**src/inc/pcflow_pkg.sv**
```systemverilog
// Package: constants for program-flow and indirect addressing logic.
// Assumes a single-clock core where each rising clock edge is one instruction cycle.
package pcflow_pkg;

  // Operation codes presented by the instruction decoder
  typedef enum logic [2:0] {
    OP_STEP,     // Plain advance of the counter
    OP_JUMP,     // Unconditional jump, 9-bit target
    OP_CALL,     // Subroutine call, 8-bit target
    OP_PCWRITE,  // Result written into the low counter latch
    OP_RETLIT    // Return with literal
  } pc_op_t;

  localparam int PC_W_DEFAULT   = 11;  // Largest counter width
  localparam int JUMP_BITS      = 9;   // Jump target field width
  localparam int CALL_BITS      = 8;   // Call / low-latch target width
  localparam int PAGE_LO_BIT    = 9;   // First counter bit fed by page bits
  localparam int STATUS_PA_LO   = 5;   // Page bits sit at status 6:5
  localparam int LOC_BITS       = 5;   // Location select inside a bank
  localparam int BANK_LO_BIT    = 5;   // Bank select bits 6:5
  localparam int SHARED_BIT     = 4;   // Location bit 4 low = shared area
  localparam int PTR_W_BANKED   = 7;   // Pointer width when banked
  localparam int PTR_W_FLAT     = 5;   // Pointer width when not banked
  localparam logic [1:0] PAGE_RESET = 2'h0;  // Page bits after reset
  localparam logic [7:0] ADDR_INDIRECT = 8'h00;  // Indirect port address
  localparam logic [7:0] ADDR_POINTER  = 8'h04;  // Pointer register address
  localparam logic [7:0] INDIRECT_SELF_READ = 8'h00;  // Self-read value

endpackage

```
**src/hw/data_ram.sv**
```systemverilog
// Data memory: single write port, registered read port.
// Assumes address and write enable are stable around the clock edge.
`timescale 1ns/1ps
`default_nettype none
module data_ram #(
  parameter int AW = 7,  // Address width
  parameter int DW = 8   // Data width
) (
  // Clock
  input  wire logic          clk,
  // Write side
  input  wire logic          wrEn,
  input  wire logic [AW-1:0] wrAddr,
  input  wire logic [DW-1:0] wrData,
  // Read side
  input  wire logic [AW-1:0] rdAddr,
  output logic      [DW-1:0] rdData
);

  // Storage array, contents undefined after reset as in real RAM
  logic [DW-1:0] mem [0:(1<<AW)-1];

  // Write port
  always_ff @(posedge clk) begin
    if (wrEn) begin
      mem[wrAddr] <= wrData;
    end
  end

  // Registered read, one cycle of latency
  always_ff @(posedge clk) begin
    rdData <= mem[rdAddr];
  end

endmodule
`default_nettype wire

```
**src/hw/pc_stack_indirect.sv**
```systemverilog
// Program counter, return stack and indirect data addressing of a small
// 8-bit core. The decoder outside presents one operation per clock; each
// rising edge of clk is one instruction cycle.
// Functional notes
// RL1: Page rollover keeps page preselect bits unchanged
// RL2: Branch page always from page preselect bits
// RL3: Reset loads counter with last address
// RL4: Reset clears page preselect bits
// RL5: Two-level return stack, counter width entries
// RL6: Call shifts level one down, pushes pc+1
// RL7: Return pops level one, level two persists
// RL8: Return loads accumulator with instruction literal
// RL9: Indirect port redirects through file select pointer
// RL10: Pointer zero indirect self-read returns zero
// RL11: Indirect write to indirect port stores nothing
// RL12: Pointer is five or seven bits wide
// RL13: Low five pointer bits select location
// RL14: Unbanked upper pointer bits read as ones; filePointer reads bits 6:5 as ones but bit 7 as zero
// RL15: Banked upper pointer bits select bank
// RL16: Counter advances by one unless loaded
// RL17: Jump loads low nine bits directly
// RL18: Call/low-latch write loads 7:0, clears bit 8
// RL19: Status bits six, five feed counter 10:9
// RL20: Low sixteen bank locations alias bank zero
// RL21: Counter width nine, ten or eleven bits
`timescale 1ns/1ps
`default_nettype none
module pc_stack_indirect #(
  parameter int PC_W   = pcflow_pkg::PC_W_DEFAULT,  // 9, 10 or 11
  parameter bit BANKED = 1'b1                       // Banked data memory
) (
  // Clock and reset
  input  wire logic            clk,
  input  wire logic            rst_b,
  // Decoded instruction
  input  wire logic            opValid,     // Operation present this cycle
  input  wire logic [2:0]      opCode,      // pc_op_t encoding
  input  wire logic [8:0]      opTarget,    // Jump/call target field
  input  wire logic [7:0]      opLiteral,   // Literal of return instr
  input  wire logic [7:0]      aluResult,   // Value for low-latch writes
  // Status page bits, written by software
  input  wire logic            pageWrEn,
  input  wire logic [1:0]      pageWrData,
  // Data file access from the datapath
  input  wire logic [4:0]      fileAddr,    // Direct file address
  input  wire logic            fileRdEn,
  input  wire logic            fileWrEn,
  input  wire logic [7:0]      fileWrData,
  // Program flow outputs
  output logic      [PC_W-1:0] pc,
  output logic      [1:0]      pagePreselect,
  output logic      [PC_W-1:0] topOfStack,
  output logic      [PC_W-1:0] stackLevel2,
  output logic      [7:0]      accumulator,
  output logic                 accLoad,
  // Data file outputs
  output logic      [7:0]      fileRdData,  // One cycle after fileRdEn
  output logic      [7:0]      filePointer  // Pointer as software reads it
);

  localparam int PW = BANKED ? pcflow_pkg::PTR_W_BANKED
                             : pcflow_pkg::PTR_W_FLAT;  // RL12
  localparam int AW = BANKED ? 7 : 5;  // Data memory address width

  pcflow_pkg::pc_op_t op;  // Decoded operation
  logic [PC_W-1:0] pcPlus;  // Counter plus one
  logic [PC_W-1:0] next_pc;  // Next counter value
  logic [PC_W-1:0] pageBase;  // Page bits placed at counter 10:9
  logic [PW-1:0]   pointer;  // File select pointer register
  logic [6:0]      ptrView;  // Pointer as seen from software
  logic            isIndirect;  // Access through indirect port
  logic [6:0]      effAddr;  // Effective data address
  logic [AW-1:0]   ramAddr;  // Address after shared-area folding
  logic            selfRef;  // Indirect access pointing at the port itself
  logic            ptrSel;  // Access to the pointer register, direct or through the indirect port
  logic            ramWr;  // Store into data memory
  logic [7:0]      ramRd;  // Memory read data
  logic [1:0]      rdSrc;  // Read source for the next cycle
  logic [7:0]      ptrRdHold;  // Pointer value captured for read

  assign op = pcflow_pkg::pc_op_t'(opCode);
  assign pcPlus = pc + {{(PC_W-1){1'b0}}, 1'b1};  // RL16

  // Page bits only reach counter bits that exist; narrower parts drop them
  always_comb begin
    pageBase = '0;
    for (int i = pcflow_pkg::PAGE_LO_BIT; i < PC_W; i++) begin
      pageBase[i] = pagePreselect[i - pcflow_pkg::PAGE_LO_BIT];  // RL19 RL21
    end
  end

  // Counter source selection
  always_comb begin
    next_pc = pcPlus;  // RL16 RL1
    if (opValid) begin
      case (op)
        pcflow_pkg::OP_STEP: begin
          next_pc = pcPlus;  // RL1
        end
        pcflow_pkg::OP_JUMP: begin
          next_pc = pageBase;  // RL2
          next_pc[8:0] = opTarget;  // RL17
        end
        pcflow_pkg::OP_CALL: begin
          next_pc = pageBase;  // RL2
          next_pc[8:0] = {1'b0, opTarget[7:0]};  // RL18
        end
        pcflow_pkg::OP_PCWRITE: begin
          next_pc = pageBase;  // RL2
          next_pc[8:0] = {1'b0, aluResult};  // RL18
        end
        pcflow_pkg::OP_RETLIT: begin
          next_pc = topOfStack;  // RL7
        end
        default: begin
          next_pc = pcPlus;
        end
      endcase
    end
  end

  // Program counter; reset vector is the last word of the last page
  always_ff @(posedge clk or negedge rst_b) begin
    if (!rst_b) begin
      pc <= '1;  // RL3
    end else begin
      pc <= next_pc;
    end
  end

  // Page preselect bits; rollover never touches them
  always_ff @(posedge clk or negedge rst_b) begin
    if (!rst_b) begin
      pagePreselect <= pcflow_pkg::PAGE_RESET;  // RL4
    end else if (pageWrEn) begin
      pagePreselect <= pageWrData;  // RL1
    end
  end

  // Two-level stack; a third call silently drops the oldest address
  always_ff @(posedge clk or negedge rst_b) begin
    if (!rst_b) begin
      topOfStack  <= '0;
      stackLevel2 <= '0;
    end else if (opValid && op == pcflow_pkg::OP_CALL) begin
      stackLevel2 <= topOfStack;  // RL6 RL5
      topOfStack  <= pcPlus;  // RL6
    end else if (opValid && op == pcflow_pkg::OP_RETLIT) begin
      topOfStack <= stackLevel2;  // RL7 (level two kept)
    end
  end

  // Accumulator load from the literal of a return
  always_ff @(posedge clk or negedge rst_b) begin
    if (!rst_b) begin
      accumulator <= 8'h00;
      accLoad     <= 1'b0;
    end else begin
      accLoad <= opValid && op == pcflow_pkg::OP_RETLIT;
      if (opValid && op == pcflow_pkg::OP_RETLIT) begin
        accumulator <= opLiteral;  // RL8
      end
    end
  end

  // Address resolution for the data file
  always_comb begin
    isIndirect = fileAddr == pcflow_pkg::ADDR_INDIRECT[4:0];  // RL9
    ptrView = '1;  // RL14
    ptrView[PW-1:0] = pointer;  // RL12
    effAddr = isIndirect ? ptrView : {2'h0, fileAddr};  // RL9
    // Bank bits are read from the seven-bit view so that a five-bit
    // pointer build never forms a reversed part-select
    if (isIndirect && BANKED) begin
      effAddr[6:5] = ptrView[6:pcflow_pkg::BANK_LO_BIT];  // RL15
    end else if (!BANKED) begin
      effAddr[6:5] = 2'h0;
    end
    // Lowest sixteen of each bank fold onto bank zero
    if (!effAddr[pcflow_pkg::SHARED_BIT]) begin
      effAddr[6:5] = 2'h0;  // RL20
    end
    ramAddr = effAddr[AW-1:0];  // RL13
    selfRef = isIndirect &&
              effAddr[4:0] == pcflow_pkg::ADDR_INDIRECT[4:0];
    ptrSel  = effAddr[4:0] == pcflow_pkg::ADDR_POINTER[4:0];
    ramWr   = fileWrEn && !selfRef && !ptrSel;  // RL11
  end

  // Pointer register, reachable directly or through itself
  always_ff @(posedge clk or negedge rst_b) begin
    if (!rst_b) begin
      pointer <= '0;
    end else if (fileWrEn && ptrSel && !selfRef) begin
      pointer <= fileWrData[PW-1:0];  // RL12
    end
  end

  // Read source tracking so data line up with the memory latency
  always_ff @(posedge clk or negedge rst_b) begin
    if (!rst_b) begin
      rdSrc     <= 2'h0;
      ptrRdHold <= 8'h00;
    end else begin
      ptrRdHold <= {1'b0, ptrView};
      if (!fileRdEn) begin
        rdSrc <= 2'h0;
      end else if (selfRef) begin
        rdSrc <= 2'h1;  // RL10
      end else if (ptrSel) begin
        rdSrc <= 2'h2;
      end else begin
        rdSrc <= 2'h3;
      end
    end
  end

  // Read data mux; idle cycles show zero
  always_comb begin
    case (rdSrc)
      2'h1:    fileRdData = pcflow_pkg::INDIRECT_SELF_READ;  // RL10
      2'h2:    fileRdData = ptrRdHold;
      2'h3:    fileRdData = ramRd;
      default: fileRdData = 8'h00;
    endcase
  end

  assign filePointer = {1'b0, ptrView};  // RL14

  // Data memory behind the indirect port
  data_ram #(
    .AW (AW),
    .DW (8)
  ) uRam (
    .clk    (clk),
    .wrEn   (ramWr),
    .wrAddr (ramAddr),
    .wrData (fileWrData),
    .rdAddr (ramAddr),
    .rdData (ramRd)
  );

endmodule
`default_nettype wire

```
**config.mk**
```make
export PLATFORM = sky130hd
export DESIGN_NAME = pc_stack_indirect
export DESIGN_NICKNAME = d
export VERILOG_FILES = /design/src/inc/pcflow_pkg.sv /design/src/hw/data_ram.sv /design/src/hw/pc_stack_indirect.sv
export SDC_FILE = /design/constraint.sdc
export NUM_CORES = 1
export LEC_CHECK = 0
export ABC_CLOCK_PERIOD_IN_PS = 5700
export BUFFER_PORTS_ARGS = -buffer_cell sky130_fd_sc_hd__buf_2
export CAP_MARGIN = 20
export CELL_PAD_IN_SITES_DETAIL_PLACEMENT = 1
export CELL_PAD_IN_SITES_GLOBAL_PLACEMENT = 2
export CORE_AREA = 2 2 210 367
export DETAILED_ROUTE_END_ITERATION = 8
export DIE_AREA = 0 0 212 369
export PLACE_DENSITY_LB_ADDON = 0.1
export SLEW_MARGIN = 20
export SYNTH_ARGS = -nofsm -noshare
export SYNTH_HDL_FRONTEND = slang
export SYNTH_SLANG_ARGS = --single-unit
```
**constraint.sdc**
```tcl
create_clock -name clk -period 5.7 [get_ports clk]
set_input_delay 0.285 -clock clk [delete_from_list [all_inputs] [get_ports clk]]
set_output_delay 0.285 -clock clk [all_outputs]
set_load 0.03 [all_outputs]
```
==> reports/metrics.cfg, run 1 <==
[power]
ir_drop_mv = 0.264
finalPower_mw = 12.2
power_density_nw_per_um2 = 370
leakagePower_nw = 11.0

[clocking]
clock-root-buffer = clkbuf_16
ctsResizeCount = 0
clkLatencyLatePin_ns = 0.65
cts.sinks = 740
htreeDepth = 3
clkTransAtPathRegs_ns = 0.07
cts_tree = yes
cts_made_buffers = 70
clockBufferDepth = 3

[floorplanning]
std_cell_rows = 133
die_area_um2 = 78200
die_h_um = 369
core_um2 = 75100
boundaryPins = 109
start_util = 0.378
die_w_um = 212

[routing]
wire_per_inst_um = 30.7
drt-pass1-iter-count = 8
vias_per_cell = 5.61
ant_nets = 0
drt-total-wl_mm = 92.3
vias = 16900
first_iter_violations = 1509
remaining_drc_errors = 0

[worst_setup_path]
crit_path_end_kind = register
critPathKind = reg -> reg
worstPathArrival_ns = 4.36
critPathMaxFanout = 32
crit_required_ns = 6.23
startpoint_type = register

[place]
io_buffer_count = 107
place_inst = 2865
hpwl_mm = 60.5
gp_congestion = 0.802

[logic_synthesis]
synthCells = 1760
netlist_top_cells_area = edfxtp_1, dfrtp_1, mux2i_1, a222oi_1, nand2_1
ys_seq_elements = 740
synth_compound_area_frac = 0.110
avgSynthCellArea_um2 = 16.1
ys_warn_count = 0
synthSimpleGateAreaFrac = 0.0568
synthMuxAreaShare = 0.0418
netlist-cell-type-count = 65
yosysSeqAreaShare = 0.770
synth_top_family_by_area = compound AO/OA/AOI/OAI gates
synth_edf_count = 672
ys.flop_type = edfxtp_1
synthXorXnorAreaFrac = 0.00278
async_flop_share = 0.0811
syn_area_um2 = 28400
synth_top_area_cell = edfxtp_1
yosysTopAreaCellShare = 0.711
synth_fa_ha_area_frac = 0.000441

[timing]
hold_violations = 0
rsz0062_at_grt = false
finalSetupTns_ns = 0
worst_pin_slew_ns = 1.08
post-route-min-period_ns = 3.83
slew_headroom = 0.274
slew_violations = 0
fin_crit_sh = 0.672
skew_ns = 0.0288
fmax_mhz = 261
finalSetupViolations = 0

[cells_and_area]
area_growth_pct = 15.8
final_layout_size_suffix_gt1_frac = 0.167
nNetsFinal = 1990
layoutNonFillerInstCount = 3006
fillers = 7307
n_antenna_cell = 0

[global_route]
grtUsageTotal = 0.239
grt_pass1_wl_mm = 132
first_global_vias = 18000
grt_max_degree = 82
overflow = 0
antenna_found_initial = 0

[outcome]
status = finished, final reports clean

[flow_run]
maxCapViolations = 0

[hold_path]
min-delay-path-class = in -> reg

[registers in the layout, summed over array words and instances, names as in the netlist]
name and flops:
uRam.mem 672, pc 11, stackLevel2 11, topOfStack 11, accumulator 8, uRam.rdData 8, pointer 7, ptrRdHold 7
pagePreselect 2, rdSrc 2, accLoad 1
[power by group]
part	total, mW	switching, mW	internal [mW]
clock	4.73	2.06	2.67
combinational	1.16	0.817	0.339
sequential	6.27	0.155	6.11
[path summary, 6_finish.rpt]
path,startpoint,end,slack (ns),depth (start not counted)
max,pointer[2]$_DFFE_PN0P_,uRam.rdData[5]$_DFF_P_,1.87,10
min,fileWrData[0],uRam.mem[24][0]$_DFFE_PP_,0.08,1
max reg2reg,pointer[2]$_DFFE_PN0P_,uRam.rdData[5]$_DFF_P_,1.87,10
max in group asynchronous,rst_b,ptrRdHold[2]$_DFF_PN0_,4.67,3
min reg2reg,accumulator[2]$_DFFE_PN0P_,accumulator[2]$_DFFE_PN0P_,0.50,1
min in group asynchronous,rst_b,accumulator[4]$_DFFE_PN0P_,0.38,3
[cells by family (layout without fill, tap and decap cells)]
kind of cell | Yosys count | in the layout
AOI/OAI and AO/OA | 419 | 419
xor gates and xnor gates | 9 | 9
adders and majority gates | 1 | 1
buffers and inverters | 120 | 306
DFF | 740 | 740
muxes | 114 | 114
other | 1 | 49
and+or+nand+nor | 356 | 356
[repair_timing]
action,CTS,global route
endpoints found under the hold margin,62,0
buffers inserted,0,0
hold buffers,15,0
[critical path, cell delays in order, from the launching register on]
cell and delay [ns]:
dfrtp_1 0.50, nor2_1 0.09, a32oi_2 0.29, buf_4 0.34, nor2_4 0.20, buf_4 0.35
a222oi_1 0.60, o211ai_1 0.15, a21oi_1 0.64, o31ai_1 0.15, or3_1 0.36
[layer usage]
layer  up-vias  global-route usage  wire [um]
met3       152              0.0317       3660
met5         -                   0          0
met4         0               0.106       4120
met2       472               0.458      51800
met1      8861               0.257      32700
li1       7377                   -          -
[cell type report]
type / count / area (um2) / share of cell area
sequential: 740 / 21900 / 0.665
clock inverter: 39 / 358 / 0.0109
inverter: 3 / 11.3 / 0.000343
clock buffer: 87 / 1920 / 0.0584
tap: 1012 / 1270 / 0.0385
multi-input combinational: 948 / 6280 / 0.191
timing repair buffer: 177 / 1180 / 0.0359
[cells in the final DEF, fill, tap and decap left out, types with 51 or more instances in the layout]
| cell type | n |
|---|---|
| edfxtp_1 | 672 |
| nand2_1 | 159 |
| buf_2 | 105 |
| a21oi_1 | 102 |
| nor2_1 | 87 |
| mux2i_1 | 78 |
| clkbuf_16 | 74 |
| a222oi_1 | 68 |
| a221oi_1 | 56 |
| buf_4 | 51 |
[stage by stage]
step	hold slack (ns)	setup slack (ns)	cell area, um2	utilization
4_1_cts	0.0398	1.86	32900	0.438
5_1_grt	0.0607	1.75	32900	0.438
3_3_place_gp	0.488	1.56	30400	0.406
2_1_floorplan	-0.0106	2.85	28600	-
6_report	0.0766	1.87	32900	0.438
3_5_place_dp	0.490	1.53	30400	0.406
[synth_stat cells (13+ instances only)]
cell      instances
edfxtp_1        672
nand2_1         159
a21oi_1         103
nor2_1           88
mux2i_1          78
clkbuf_1         76
a222oi_1         68
a221oi_1         56
dfrtp_1          49
o211ai_1         40
mux2_2           36
buf_2            32
o21ai_0          30
a211oi_1         24
nor2b_1          19
a221o_1          17
a21o_1           15
a22oi_1          14
nor3_1           13
nor4_1           13
(Power assumes the default switching activity.)
==> inputs of run 2 (changes only) <==
--- a/config.mk
+++ b/config.mk
@@ -5,7 +5,7 @@
 export SDC_FILE = /design/constraint.sdc
 export NUM_CORES = 1
 export LEC_CHECK = 0
-export ABC_CLOCK_PERIOD_IN_PS = 5700
+export ABC_CLOCK_PERIOD_IN_PS = 3800
 export BUFFER_PORTS_ARGS = -buffer_cell sky130_fd_sc_hd__buf_2
 export CAP_MARGIN = 20
 export CELL_PAD_IN_SITES_DETAIL_PLACEMENT = 1
==> constraint.sdc (replaced) <==
create_clock -name clk -period 3.8 [get_ports clk]
set_input_delay 0.19 -clock clk [delete_from_list [all_inputs] [get_ports clk]]
set_output_delay 0.19 -clock clk [all_outputs]
set_load 0.03 [all_outputs]
==> reports/metrics.cfg, run 2 (synthesis gave the netlist of run 1 again) <==
[routing]
drt-total-wl_mm = 95.1  ; was 92.3 mm
vias = 17400  ; was 16,900
wire_per_inst_um = 30.2  ; was 30.7 um
ant_nets = 0  ; unchanged
vias_per_cell = 5.55  ; was 5.61
remaining_drc_errors = 0  ; unchanged
drt-pass1-iter-count = 8  ; unchanged
first_iter_violations = 1527  ; was 1,509

[clocking]
cts.sinks = 740  ; unchanged
clock-root-buffer = clkbuf_16  ; unchanged
cts_tree = yes  ; unchanged
htreeDepth = 3  ; unchanged
cts_made_buffers = 70  ; unchanged
clockBufferDepth = 3  ; unchanged
clkLatencyLatePin_ns = 0.63  ; was 0.65 ns
clkTransAtPathRegs_ns = 0.06  ; was 0.07 ns
post_cts_buffers = 0  ; unchanged

[global_route]
grtUsageMet2 = 0.486  ; was 0.458
grtUsageMet1 = 0.268  ; was 0.257
grt_util_met3 = 0.0265  ; was 0.0317
grt_busiest_layer = met2  ; unchanged
first_global_vias = 18800  ; was 18,000
overflow = 0  ; unchanged
antenna_found_initial = 1  ; was 0
grt_max_degree = 82  ; unchanged
grt_pass1_wl_mm = 135  ; was 132 mm
grtUsageTotal = 0.246  ; was 0.239

[power]
internal-power_mw = 14.1  ; was 9.12 mW
switching_share = 0.244  ; was 0.249
seq_power_share = 0.505  ; was 0.516
leakagePower_nw = 11.7  ; was 11.0 nW
power_density_nw_per_um2 = 545  ; was 370 nW/um2
p_switching_mw = 4.54  ; was 3.03 mW
pwr-share-comb = 0.097  ; was 0.095
power_frac_clock = 0.398  ; was 0.389
ir_drop_mv = 0.364  ; was 0.264 mV

[worst_setup_path]
critPathMaxStageDelay_ns = 0.61  ; was 0.64 ns
crit_slowest_cell = a31oi_1  ; was a21oi_1
r2r-end = uRam.rdData[1]$_DFF_P_  ; was uRam.rdData[5]$_DFF_P_
rr_worst_depth = 10  ; unchanged
r2r_slack_ns = 0.33  ; was 1.87 ns
r2r-start = pointer[1]$_DFFE_PN0P_  ; was pointer[2]$_DFFE_PN0P_
crit_path_end_kind = register  ; unchanged
worstPathArrival_ns = 3.94  ; was 4.36 ns
endpoint = uRam.rdData[1]$_DFF_P_  ; was uRam.rdData[5]$_DFF_P_
critPathKind = reg -> reg  ; unchanged
crit_start = pointer[1]$_DFFE_PN0P_  ; was pointer[2]$_DFFE_PN0P_
crit_top_cell = buf_4  ; unchanged
crit_required_ns = 4.27  ; was 6.23 ns
critPathMaxFanout = 19  ; was 32
startpoint_type = register  ; unchanged
crit_chain = nor2_1 > a31o_2 > and2_2 > buf_4 > buf_4 > a221o_1 > a21oi_1 > o211ai_1 > a31oi_1 > o2111ai_1  ; was nor2_1 > a32oi_2 > buf_4 > nor2_4 > buf_4 > a222oi_1 > o211ai_1 > a21oi_1 > o31ai_1 > or3_1

[timing]
slew_violations = 0  ; unchanged
rsz0062_at_grt = false  ; unchanged
fmax_mhz = 288  ; was 261 MHz
finalSetupTns_ns = 0  ; unchanged
post-route-min-period_ns = 3.47  ; was 3.83 ns
worst_pin_slew_ns = 1.12  ; was 1.08 ns
skew_ns = 0.0187  ; was 0.0288 ns
hold_violations = 0  ; unchanged
finalSetupViolations = 0  ; unchanged
fin_crit_sh = 0.913  ; was 0.672
slew_headroom = 0.257  ; was 0.274

[cells_and_area]
regMostFlops = uRam.mem  ; unchanged
area_growth_pct = 20.1  ; was 15.8%
final_util = 0.454  ; was 0.438
largest_register_ffs = 672  ; unchanged
final_cell_mix = edfxtp_1, buf_4, nand2_1, buf_2, a21oi_1  ; was edfxtp_1, nand2_1, buf_2, a21oi_1, nor2_1
final_layout_size_suffix_gt1_frac = 0.221  ; was 0.167
final_common_cell = edfxtp_1  ; unchanged
nNetsFinal = 2129  ; was 1,990

[floorplanning]
die_area_um2 = 78200  ; unchanged
die_w_um = 212  ; unchanged
start_util = 0.378  ; unchanged
std_cell_rows = 133  ; unchanged
boundaryPins = 109  ; unchanged
core_um2 = 75100  ; unchanged
die_h_um = 369  ; unchanged

[flow_run]
maxCapViolations = 0  ; unchanged

[hold_path]
min-delay-path-class = in -> reg  ; unchanged

[place]
io_buffer_count = 107  ; unchanged
hpwl_mm = 63.4  ; was 60.5 mm
gp_congestion = 0.812  ; was 0.802

[outcome]
status = finished, final reports clean  ; unchanged

==> run 2: final cells by class <==
| cell class | instances | area (um2) |
|---|---|---|
| Fill cell | 7371 | 41000 |
| Sequential cell | 740 | 21900 |
| Multi-Input combinational cell | 948 | 6280 |
| Timing Repair Buffer | 316 | 2310 |
| Clock buffer | 86 | 1880 |
| Tap cell | 1012 | 1270 |
| Clock inverter | 38 | 489 |
| Inverter | 3 | 11.3 |
| Antenna cell | 1 | 2.50 |
==> run 2: metal layers <==
metal	vias to the layer above	routed length [um]
met5	-	0
met4	0	2640
met1	9245	34300
li1	7655	-
met3	113	3230
met2	427	54900
==> run 2: power groups by stage <==
stage               Clock [mW]  Sequential (mW)  Combinational (mW)
CTS                       7.57             9.40                1.84
detailed placement           0             9.58                1.82
global placement             0             9.56                1.79
finish                    7.39             9.40                1.81
floorplan                    0             9.80               0.648
global route              7.84             9.43                1.92
==> run 2: worst min path at each step <==
stage | start | end | slack [ns] | cells past startpoint
floorplan | rst_b | accLoad$_DFF_PN0_ | -0.11 | 0
global placement | rst_b | accumulator[1]$_DFFE_PN0P_ | 0.34 | 1
detailed placement | rst_b | accumulator[1]$_DFFE_PN0P_ | 0.35 | 1
CTS | opTarget[3] | pc[3]$_DFF_PN1_ | 0.004 | 5
global route | fileWrData[4] | uRam.mem[30][4]$_DFFE_PP_ | 0.05 | 1
finish | opTarget[4] | pc[4]$_DFF_PN1_ | 0.04 | 5
==> run 2: worst max-delay path, delay by kind of cell (launching register included) <==
family / cells / cell delay [ns]
buffers and inverters: 2 / 0.51
AO/OA/AOI/OAI: 6 / 1.80
AND/OR/NAND/NOR: 2 / 0.45
flip-flops: 1 / 0.51
==> run 2: timing repair <==
| action | 4_1_cts | 5_1_grt |
|---|---|---|
| hold buffers | 16 | 0 |
| hold endpoints to repair | 46 | 0 |
| gates resized for setup | 0 | 0 |
| endpoints found under the setup margin | 0 | 0 |
==> run 2: per-stage QoR <==
stage	instances	total power [mW]	hold slack [ns]	cell area [um2]	setup slack (ns)
6_report	3144	18.6	0.0370	34100	0.330
3_3_place_gp	3003	11.4	0.336	31600	0.277
4_1_cts	3143	18.8	0.00430	34100	0.261
2_1_floorplan	1808	10.5	-0.106	28600	0.954
5_1_grt	3143	19.2	0.0532	34100	0.277
3_5_place_dp	3003	11.4	0.347	31600	0.234
==> inputs of run 3 (changes only) <==
--- a/config.mk
+++ b/config.mk
@@ -6,13 +6,14 @@
 export NUM_CORES = 1
 export LEC_CHECK = 0
 export ABC_CLOCK_PERIOD_IN_PS = 3800
-export BUFFER_PORTS_ARGS = -buffer_cell sky130_fd_sc_hd__buf_2
+export BUFFER_PORTS_ARGS = -buffer_cell sky130_fd_sc_hd__clkbuf_2
 export CAP_MARGIN = 20
 export CELL_PAD_IN_SITES_DETAIL_PLACEMENT = 1
 export CELL_PAD_IN_SITES_GLOBAL_PLACEMENT = 2
 export CORE_AREA = 2 2 210 367
 export DETAILED_ROUTE_END_ITERATION = 8
 export DIE_AREA = 0 0 212 369
+export GPL_TIMING_DRIVEN = 0
 export PLACE_DENSITY_LB_ADDON = 0.1
 export SLEW_MARGIN = 20
 export SYNTH_ARGS = -nofsm -noshare
==> reports/metrics.cfg, run 3 (synthesis gave the netlist of run 1 again) <==
[routing]
remaining_drc_errors = 0  ; unchanged
ant_nets = 0  ; unchanged
vias_per_cell = 5.82  ; was 5.55
vias = 17900  ; was 17,400
drt-pass1-iter-count = 6  ; was 8
first_iter_violations = 1820  ; was 1,527
wire_per_inst_um = 35.8  ; was 30.2 um
drt-total-wl_mm = 110  ; was 95.1 mm

[clocking]
clockBufferDepth = 3  ; unchanged
clkTransAtPathRegs_ns = 0.06  ; about the same
htreeDepth = 3  ; unchanged
cts.sinks = 740  ; unchanged
clkLatencyLatePin_ns = 0.64  ; was 0.63 ns
cts_made_buffers = 70  ; unchanged
clock-root-buffer = clkbuf_16  ; unchanged
cts_tree = yes  ; unchanged

[global_route]
overflow = 0  ; unchanged
antenna_found_initial = 3  ; was 1
first_global_vias = 18800  ; about the same
grt_pass1_wl_mm = 150  ; was 135 mm
grt_max_degree = 65  ; was 82
grtUsageTotal = 0.285  ; was 0.246

[worst_setup_path]
crit_cells = 9  ; was 10
r2r-start = pointer[0]$_DFFE_PN0P_  ; was pointer[1]$_DFFE_PN0P_
critPathTopFamily = simple AND/OR/NAND/NOR gates  ; was compound AO/OA/AOI/OAI gates
rr_worst_depth = 9  ; was 10
r2r-end = uRam.rdData[5]$_DFF_P_  ; was uRam.rdData[1]$_DFF_P_
crit_required_ns = 4.32  ; was 4.27 ns
critPathMaxFanout = 10  ; was 19
crit_slowest_cell = clkdlybuf4s15_1  ; was a31oi_1
crit_start = pointer[0]$_DFFE_PN0P_  ; was pointer[1]$_DFFE_PN0P_
crit_chain = o31ai_1 > and2_1 > buf_2 > clkdlybuf4s15_1 > a221oi_1 > o211ai_1 > a21oi_1 > nor3_1 > or3_1  ; was nor2_1 > a31o_2 > and2_2 > buf_4 > buf_4 > a221o_1 > a21oi_1 > o211ai_1 > a31oi_1 > o2111ai_1
worstPathArrival_ns = 4.35  ; was 3.94 ns
critPathMaxStageDelay_ns = 0.82  ; was 0.61 ns
endpoint = uRam.rdData[5]$_DFF_P_  ; was uRam.rdData[1]$_DFF_P_
crit_path_end_kind = register  ; unchanged
critPathKind = reg -> reg  ; unchanged
startpoint_type = register  ; unchanged
r2r_slack_ns = -0.02  ; was 0.33 ns
crit_buf_inv = 2  ; unchanged

[power]
ir_drop_mv = 0.289  ; was 0.364 mV
finalPower_mw = 18.1  ; was 18.6 mW
power_density_nw_per_um2 = 543  ; was 545 nW/um2
leakagePower_nw = 11.2  ; was 11.7 nW

[floorplanning]
core_um2 = 75100  ; unchanged
die_w_um = 212  ; unchanged
boundaryPins = 109  ; unchanged
std_cell_rows = 133  ; unchanged
die_h_um = 369  ; unchanged
start_util = 0.378  ; unchanged
die_area_um2 = 78200  ; unchanged

[timing]
fin_crit_sh = 1.01  ; was 0.913
finalSetupViolations = 17  ; was 0
hold_violations = 0  ; unchanged
rsz0062_at_grt = true  ; was false
slew_violations = 0  ; unchanged
fmax_mhz = 262  ; was 288 MHz
skew_ns = 0.0213  ; was 0.0187 ns
fin_ws_ns = -0.0217  ; was 0.330 ns
slew_headroom = 0.177  ; was 0.257
worst_pin_slew_ns = 1.23  ; was 1.12 ns
post-route-min-period_ns = 3.82  ; was 3.47 ns

[outcome]
violations = setup timing
status = complete, but fails checks  ; was finished, final reports clean

[place]
gp_congestion = 0.884  ; was 0.812
io_buffer_count = 103  ; was 107
hpwl_mm = 76.6  ; was 63.4 mm
place_inst = 2936  ; was 3,003
placed_area_um2 = 30700  ; was 31,600 um2
dp_slack_ns = -1.20  ; was 0.234 ns

[hold_path]
min-delay-path-class = in -> reg  ; unchanged
hold_depth = 5  ; unchanged

[cells_and_area]
fin_area_um2 = 33400  ; was 34,100 um2
nNetsFinal = 2065  ; was 2,129
regMostFlops = uRam.mem  ; unchanged
final_cell_mix = edfxtp_1, nand2_1, clkbuf_2, a21oi_1, mux2i_1  ; was edfxtp_1, buf_4, nand2_1, buf_2, a21oi_1
layoutNonFillerInstCount = 3080  ; was 3,144
largest_register_ffs = 672  ; unchanged
final_util = 0.444  ; was 0.454
area_growth_pct = 17.5  ; was 20.1%
final_layout_size_suffix_gt1_frac = 0.200  ; was 0.221
final_common_cell = edfxtp_1  ; unchanged
fillers = 7456  ; was 7,371

[flow_run]
maxCapViolations = 0  ; unchanged

## run 3: cell count changes in the layout (fill, tap and decap cells not counted), sizes merged
cell,delta
clkinv,+6
inv,+4
clkbuf,+177
clkdlybuf4s15,+2
buf,-244
bufinv,-10
clkinvlp,-2
dlygate4sd3,+3
## run 3: area by class of cell
class / count / area [um2] / share of cell area
Antenna cell: 1 / 2.50 / 0.0000750
Timing Repair Buffer: 139 / 1010 / 0.0304
Clock buffer: 88 / 1920 / 0.0575
Sequential cell: 740 / 21900 / 0.655
Clock inverter: 36 / 233 / 0.00698
Multi-Input combinational cell: 948 / 6460 / 0.194
Buffer: 113 / 594 / 0.0178
Inverter: 3 / 11.3 / 0.000338
Tap cell: 1012 / 1270 / 0.0380
## run 3: routing by layer
metal / share of wire / GRT usage / vias up
li1: - / - / 7557
met1: 0.34 / 0.305 / 9445
met2: 0.54 / 0.531 / 684
met5: 0 / 0 / -
met3: 0.047 / 0.0323 / 237
met4: 0.069 / 0.173 / 0
## run 3: where the power goes
part	internal, mW	leakage, nW	switching, mW
Combinational	0.535	3.23	1.36
Sequential	9.16	6.87	0.228
Clock	3.72	1.06	3.11
## run 3: worst min path at each step
stage	start	endpoint	slack [ns]
finish	opTarget[5]	pc[5]$_DFF_PN1_	0.02
global placement	pointer[0]$_DFFE_PN0P_	ptrRdHold[0]$_DFF_PN0_	0.42
CTS	opTarget[5]	pc[5]$_DFF_PN1_	0.001
floorplan	rst_b	accLoad$_DFF_PN0_	-0.11
detailed placement	rst_b	accumulator[1]$_DFFE_PN0P_	0.10
global route	opTarget[5]	pc[5]$_DFF_PN1_	0.05
## run 3: through the flow
step | setup TNS [ns] | hold WS (ns)
after floorplan | 0 | -0.106
after global placement | -391.79 | 0.421
after detailed placement | -355.62 | 0.103
after CTS | -1.68 | 0.00138
after global routing | -0.455 | 0.0502
final | -0.163 | 0.0239
## run 3: what timing repair did
action	CTS	global route
cloned	0	0
resized for setup	97	17
pin swaps	6	2
setup buffers	4	0
endpoints found under the setup margin	472	59
hold endpoints to repair	85	0
hold buffers	19	0
## run 3: worst reg2reg max path, delay by kind of cell, from the launching register on
kind | cells | cell delay [ns]
compound gates | 4 | 0.81
buf+inv | 2 | 1.16
flops | 1 | 0.50
simple gates | 3 | 1.26
